File: src/hw/epah_pkg.sv
// constants and state types for the eeprom protect and hold block
// assumes a 1024-byte array and a 40 MHz core clock sampling the spi pins
package epah_pkg;
    localparam int unsigned ADDR_W = 10;
    localparam int unsigned CNT_W = 9;
    // spi clock counts seen at the chip select rise
    localparam logic [8:0] CNT_CMD_ONLY = 9'h008;
    localparam logic [8:0] CNT_STATUS_WR = 9'h010;
    localparam logic [8:0] CNT_MEM_WR_MIN = 9'h020;
    localparam logic [8:0] CNT_SAT = 9'h1ff;
    localparam logic [2:0] CNT_BYTE_MASK = 3'h7;
    // field positions in the status byte written by the status write command
    localparam int unsigned SR_LOCK_POS = 7;
    localparam int unsigned SR_PL_HI_POS = 3;
    localparam int unsigned SR_PL_LO_POS = 2;
    // protect level codes
    localparam logic [1:0] PL_NONE = 2'h0;
    localparam logic [1:0] PL_QUARTER = 2'h1;
    localparam logic [1:0] PL_HALF = 2'h2;
    localparam logic [1:0] PL_ALL = 2'h3;
    // reset values
    localparam logic LOCK_RST = 1'b0;
    localparam logic [1:0] PL_RST = 2'h0;

    typedef enum logic [2:0]
    {
        CMD_NONE,
        CMD_WRITE_ENABLE_CMD,
        CMD_WRITE_DISABLE_CMD,
        CMD_STATUS_WRITE_CMD,
        CMD_WRITE
    } epah_cmd_t;

    typedef enum logic [1:0]
    {
        ST_IDLE,
        ST_MEM_BUSY,
        ST_SR_BUSY
    } epah_wstate_t;

    typedef struct packed
    {
        logic held;
    } epah_hold_st_t;

    typedef struct packed
    {
        epah_wstate_t st;
        logic cs_q;
        logic sck_q;
        logic [8:0] cnt;
        logic write_enable_latch;
        logic lock;
        logic [1:0] pl;
        logic new_lock;
        logic [1:0] new_pl;
        logic mem_start;
        logic sr_start;
        logic abort;
    } epah_state_t;
endpackage

File: src/hw/epah_hold.sv
// hold-pause tracker for the spi eeprom front end
// assumes sck and hold pins already synchronous to core_clk_i
module epah_hold
(
    input wire logic core_clk_i,
    input wire logic rst_b_i,
    input wire logic sck_i,
    input wire logic hold_b_i,
    output logic hold_active_o
);
    import epah_pkg::*;

    epah_hold_st_t state_reg;
    epah_hold_st_t state_next;

    always_comb
    begin
        state_next = state_reg;
        // pin level is only taken while sck is low
        if (!sck_i)
        begin
            state_next.held = ~hold_b_i;
        end
    end

    always_ff @(posedge core_clk_i)
    begin
        if (!rst_b_i)
        begin
            state_reg <= '0;
        end
        else
        begin
            state_reg <= state_next;
        end
    end

    // sck low: follow the pin at once; sck high: wait for the falling edge
    assign hold_active_o = sck_i ? state_reg.held : ~hold_b_i;
endmodule

File: src/hw/epah_guard.sv
// write protection, write enable latch and hold gating of a spi eeprom
// assumes a decoder that names the command in the first byte and
// a nonvolatile core that pulses write_done_i when a write finishes
module epah_guard
(
    input wire logic core_clk_i,
    input wire logic rst_b_i,
    input wire logic supply_low_i,
    input wire logic cs_b_i,
    input wire logic sck_i,
    input wire logic si_i,
    input wire logic hold_b_i,
    input wire logic wp_b_i,
    input wire logic so_data_i,
    input wire logic so_en_i,
    input wire epah_pkg::epah_cmd_t cmd_i,
    input wire logic [7:0] sr_data_i,
    input wire logic [9:0] addr_i,
    input wire logic write_done_i,
    output logic sck_o,
    output logic si_o,
    output logic so_o,
    output logic so_oe_o,
    output logic hold_active_o,
    output logic hardware_lock_mode_o,
    output logic status_lock_bit_o,
    output logic protect_level_hi_o,
    output logic protect_level_lo_o,
    output logic write_enable_latch_o,
    output logic write_in_progress_flag_o,
    output logic mem_write_start_o,
    output logic status_write_start_o,
    output logic write_abort_o
);
    import epah_pkg::*;

    epah_state_t state_reg;
    epah_state_t state_next;
    logic hold;
    logic cs_rise;
    logic sck_rise;
    logic hw_lock;
    logic addr_prot;
    logic status_ok;
    logic mem_ok;
    logic mem_len_ok;

    epah_hold u_hold
    (
        .core_clk_i(core_clk_i),
        .rst_b_i(rst_b_i),
        .sck_i(sck_i),
        .hold_b_i(hold_b_i),
        .hold_active_o(hold)
    );

    // level only, so either order of lock bit and pin lands in lock mode
    assign hw_lock = state_reg.lock & ~wp_b_i;

    // region check against the levels in force now, not the pending ones
    always_comb
    begin
        unique case (state_reg.pl)
            PL_NONE: addr_prot = 1'b0;
            PL_QUARTER: addr_prot = &addr_i[ADDR_W-1:ADDR_W-2];
            PL_HALF: addr_prot = addr_i[ADDR_W-1];
            PL_ALL: addr_prot = 1'b1;
        endcase
    end

    assign status_ok = state_reg.write_enable_latch & ~hw_lock;
    assign mem_ok = state_reg.write_enable_latch & ~addr_prot;
    // opcode, two address bytes and whole data bytes only
    assign mem_len_ok = (state_reg.cnt >= CNT_MEM_WR_MIN)
        && ((state_reg.cnt[2:0] & CNT_BYTE_MASK) == 3'h0);

    assign cs_rise = cs_b_i & ~state_reg.cs_q;
    // clock edges during a hold pause are not counted
    assign sck_rise = sck_i & ~state_reg.sck_q & ~hold;

    always_comb
    begin
        state_next = state_reg;
        state_next.cs_q = cs_b_i;
        state_next.sck_q = sck_i;
        state_next.mem_start = 1'b0;
        state_next.sr_start = 1'b0;
        state_next.abort = 1'b0;

        if (cs_b_i)
        begin
            state_next.cnt = '0;
        end
        else if (sck_rise && state_reg.cnt != CNT_SAT)
        begin
            state_next.cnt = state_reg.cnt + 9'h001;
        end

        // commands act only on the chip select rise; a rise while held
        // abandons whatever was being shifted in
        if (cs_rise && !hold && state_reg.st == ST_IDLE)
        begin
            unique case (cmd_i)
                CMD_WRITE_ENABLE_CMD:
                begin
                    if (state_reg.cnt == CNT_CMD_ONLY)
                    begin
                        state_next.write_enable_latch = 1'b1;
                    end
                end
                CMD_WRITE_DISABLE_CMD:
                begin
                    if (state_reg.cnt == CNT_CMD_ONLY)
                    begin
                        state_next.write_enable_latch = 1'b0;
                    end
                end
                CMD_STATUS_WRITE_CMD:
                begin
                    if (state_reg.cnt == CNT_STATUS_WR && status_ok)
                    begin
                        state_next.st = ST_SR_BUSY;
                        state_next.sr_start = 1'b1;
                        state_next.new_lock = sr_data_i[SR_LOCK_POS];
                        state_next.new_pl = {sr_data_i[SR_PL_HI_POS],
                            sr_data_i[SR_PL_LO_POS]};
                    end
                end
                CMD_WRITE:
                begin
                    if (mem_len_ok && mem_ok)
                    begin
                        state_next.st = ST_MEM_BUSY;
                        state_next.mem_start = 1'b1;
                    end
                end
                CMD_NONE:
                begin
                end
            endcase
        end

        if (state_reg.st != ST_IDLE && write_done_i)
        begin
            state_next.write_enable_latch = 1'b0;
            state_next.st = ST_IDLE;
            if (state_reg.st == ST_SR_BUSY)
            begin
                // new status takes effect only here
                state_next.lock = state_reg.new_lock;
                state_next.pl = state_reg.new_pl;
            end
        end

        // low supply cancels starts, latch and busy, but a done in the same cycle still loads the new status
        if (supply_low_i)
        begin
            state_next.write_enable_latch = 1'b0;
            state_next.abort = (state_reg.st != ST_IDLE);
            state_next.st = ST_IDLE;
            state_next.mem_start = 1'b0;
            state_next.sr_start = 1'b0;
        end
    end

    always_ff @(posedge core_clk_i)
    begin
        if (!rst_b_i)
        begin
            // power-on leaves the latch clear
            state_reg <= '{st: ST_IDLE, cs_q: 1'b1, sck_q: 1'b0,
                cnt: '0, write_enable_latch: 1'b0, lock: LOCK_RST, pl: PL_RST,
                new_lock: LOCK_RST, new_pl: PL_RST, mem_start: 1'b0,
                sr_start: 1'b0, abort: 1'b0};
        end
        else
        begin
            state_reg <= state_next;
        end
    end

    // gating is combinational so a pause takes effect the same instant
    assign sck_o = sck_i & ~hold;
    assign si_o = si_i & ~hold;
    assign so_o = so_data_i;
    assign so_oe_o = so_en_i & ~cs_b_i & ~hold;
    assign hold_active_o = hold;
    assign hardware_lock_mode_o = hw_lock;
    assign status_lock_bit_o = state_reg.lock;
    assign protect_level_hi_o = state_reg.pl[1];
    assign protect_level_lo_o = state_reg.pl[0];
    assign write_enable_latch_o = state_reg.write_enable_latch;
    assign write_in_progress_flag_o = (state_reg.st != ST_IDLE);
    assign mem_write_start_o = state_reg.mem_start;
    assign status_write_start_o = state_reg.sr_start;
    assign write_abort_o = state_reg.abort;
endmodule

File: config.mk
export PLATFORM = sky130hd
export DESIGN_NAME = epah_guard
export DESIGN_NICKNAME = d
export VERILOG_FILES = /design/src/hw/epah_pkg.sv /design/src/hw/epah_hold.sv /design/src/hw/epah_guard.sv
export SDC_FILE = /design/constraint.sdc
export NUM_CORES = 1
export LEC_CHECK = 0
export ABC_CLOCK_PERIOD_IN_PS = 2100
export BUFFER_PORTS_ARGS = -buffer_cell sky130_fd_sc_hd__buf_2
export CORE_ASPECT_RATIO = 1.2
export CORE_MARGIN = 1
export CORE_UTILIZATION = 42
export DETAILED_ROUTE_END_ITERATION = 12
export PLACE_DENSITY = 0.74
export SYNTH_ARGS = -nofsm -noshare
export SYNTH_HDL_FRONTEND = slang
export SYNTH_SLANG_ARGS = --single-unit
File: constraint.sdc
create_clock -name core_clk_i -period 2.1 [get_ports core_clk_i]
set_clock_uncertainty 0.1 [all_clocks]
set_input_delay 0.525 -clock core_clk_i [delete_from_list [all_inputs] [get_ports core_clk_i]]
set_output_delay 0.525 -clock core_clk_i [all_outputs]
set_load 0.05 [all_outputs]
==> out/results.ini <==
[floorplan]
die_h_um=58.5
die_w_um=49.1
core-area_mm2=0.00253
start_util_pct=44.3
num_io_pins=46
die_area_mm2=0.00287
rows=20

[clock_network]
clkSlewWorstSetupHoldPaths_ns=0.13
clk_latency_ns=0.31
cts_num_sinks=24
clockRootBuffer=clkbuf_4
ctsHtreeMaxLevel=1
clk_path_buf_depth=2
cts_hold_buf=0
cts_tree=yes
cts_buffers=3

[placed_design]
portBuffers=30
place_congestion=0.783
hpwl_mm=1.86
place_ws_ns=0.122

[critical_path]
reg2reg_slack_ns=0.11
cp_max_fo=4
startpoint=u_hold.state_reg$_SDFF_PN0_
crit_required_ns=1.47
worstPathArrival_ns=1.38
path_class=reg2out
cp-end-kind=output pin
worstSetupStartpointType=register
cp_cell_sequence=nand2_1 > o21ai_2 > nor3b_4 > clkbuf_4
regToRegStartpoint=state_reg[15]$_SDFFE_PP0P_
rr_endpoint=state_reg[3]$_SDFFE_PN0P_
crit_end=so_oe_o
cpMaxStageDelayCell=dfxtp_1
reg2reg_depth=4
critical-path-max-stage-delay_ns=0.38

[power_and_ir_drop]
ir_drop_uv=333
total_power_uw=804
cellPowerDensity_mw_per_mm2=567
p_leak_nw=0.615

[timing]
max_slew.worst_pin.slew_ns=0.416
finalSetupTns_ns=0
max_freq_mhz=498
fin_crit_ns=2.01
timing.max_slew.rel_slack_pct=72.2
timing.final.hold_violations=0
slew_viol_final=0
setup_viol=0
rsz0062_at_grt=true
worst_slack_ns=0.0934
timing.final.crit_share_pct=95.6

[cells_and_area]
syn_to_final_growth_pct=27.0
antenna_cells=0
drive_gt1_share_pct=30.4
final_nets=194
largest_register_ffs=16
final_util_pct=56.2

[drt]
routedWlPerCell_um=12.2
drc=0
vias=987
vias_per_cell=5.17
first_iter_violations=12
ant_nets=0
wl_mm=2.34
dr.pass1.iters=6

[yosys]
synth.distinct_cells=35
syn_area_mm2=0.00112
yosysWarnings=0
synthesis.nets=156
synth-seq-area-share_pct=43.0
ys_ff_latch=24
postSynthAreaPerCell_um2=9.24
syn_inst=121

[global_routing]
overflow=0
antenna_found_initial=0
grt_max_degree=14
grt_pass1_vias=935
grt_pass1_wl_mm=3.84
grt_use_total_pct=17.0

[min_path]
worst_hold_path_type=in2reg

[run]
maxCapViolCount=0

[run_status]
status=complete, no violations

-- critical path: cells and delay by family (launching register included) --
kind / cells / cell delay, ns
and+or+nand+nor: 2 / 0.33
buffers and inverters: 1 / 0.25
DFF: 1 / 0.38
AOI/OAI and AO/OA: 1 / 0.11
-- what timing repair did --
action / in CTS / in global routing
resized for setup: 0 / 2
setup endpoints to repair: 0 / 4
endpoints found under the hold margin: 0 / 0
buffers inserted: 0 / 1
-- cells in the final DEF, fill, tap and decap left out, drive strengths merged, types with 5 or more instances in the layout --
cell and n:
buf 34, dfxtp 24, nor2 15, inv 6, a21oi 6, xor2 6, nand4 5, clkbuf 5
-- cells in the mapped netlist --
| library cell | instances | area share [%] |
|---|---|---|
| nand3_1 | 4 | 1.8 |
| xnor2_1 | 2 | 1.6 |
| nor4_1 | 2 | 1.1 |
| buf_4 | 1 | 0.67 |
| o31ai_1 | 3 | 2.0 |
| nor3_1 | 1 | 0.45 |
| o2111a_1 | 2 | 2.0 |
| a41oi_1 | 1 | 0.78 |
| inv_1 | 6 | 2.0 |
| or4_4 | 2 | 2.0 |
| and4_1 | 1 | 0.78 |
| nand3b_1 | 2 | 1.3 |
| nor4b_2 | 1 | 1.3 |
| ha_1 | 3 | 3.4 |
| a21oi_1 | 6 | 2.7 |
| and3_1 | 4 | 2.2 |
| o2111ai_1 | 1 | 0.78 |
| nand4_1 | 5 | 2.8 |
| nand2b_1 | 3 | 1.7 |
| mux2i_1 | 4 | 3.6 |
| xor2_1 | 6 | 4.7 |
| dfxtp_1 | 24 | 43 |
| nor4b_1 | 1 | 0.78 |
| or2_2 | 1 | 0.56 |
| a211oi_1 | 1 | 0.67 |
| clkbuf_1 | 1 | 0.34 |
| nor2_1 | 15 | 5.0 |
| nor2b_1 | 4 | 2.2 |
| o21ai_0 | 1 | 0.45 |
| and4_2 | 1 | 0.89 |
| and2_1 | 3 | 1.7 |
| nor3b_1 | 3 | 2.0 |
| or2b_1 | 1 | 0.67 |
| nand2_1 | 4 | 1.3 |
| a21o_1 | 1 | 0.67 |
-- report_power, final --
group          switching [mW]  leakage (nW)  internal (mW)
registers             0.00371         0.194          0.460
clock network           0.138        0.0210          0.106
logic                  0.0564         0.400         0.0409
total                   0.198         0.615          0.606
-- cell families (layout without fill, tap and decap cells) --
group           after synthesis  after routing  synth area share, %
compound gates               16             16                 10.1
xor+xnor                      8              8                 6.26
fa+ha+maj                     3              3                 3.36
buf+inv                       8             45                 3.02
flops                        24             24                 43.0
mux                           4              4                 3.58
simple gates                 58             58                 30.8
-- through the flow --
step	hold slack (ns)	cells	cell area, um^2
final	0.341	191	1420
after global routing	0.337	191	1420
after CTS	0.334	190	1390
after detailed placement	0.375	186	1360
after global placement	0.361	186	1360
after floorplan	0.346	121	1150
-- layout make-up --
cell class / count / area (um^2)
fill: 241 / 1110
multi-input combinational: 89 / 633
sequential: 24 / 480
timing repair buffer: 35 / 206
tap: 33 / 41.3
clock buffer: 4 / 36.3
inverter: 6 / 22.5
-- how the worst min path moves through the flow --
stage	startpoint	to	slack (ns)	cells after the start
after detailed placement	state_reg[5]$_SDFFE_PN0P_	state_reg[5]$_SDFFE_PN0P_	0.38	2
after global placement	state_reg[4]$_SDFFE_PN0P_	state_reg[4]$_SDFFE_PN0P_	0.36	2
after global routing	supply_low_i	write_abort_o$_SDFF_PN0_	0.34	2
after floorplan	state_reg[22]$_SDFFE_PP0P_	state_reg[22]$_SDFFE_PP0P_	0.35	2
final	supply_low_i	write_abort_o$_SDFF_PN0_	0.34	2
after CTS	supply_low_i	write_abort_o$_SDFF_PN0_	0.33	2
-- metal layers --
metal	global-route usage, %	up-vias	part of all wire (%)
met5	0	-	0
met4	6.30	0	0
met3	3.36	0	3.3
met2	32.5	19	55
met1	18.4	457	41
li1	-	511	-
No activity file was read; power rests on OpenSTA's default activity.
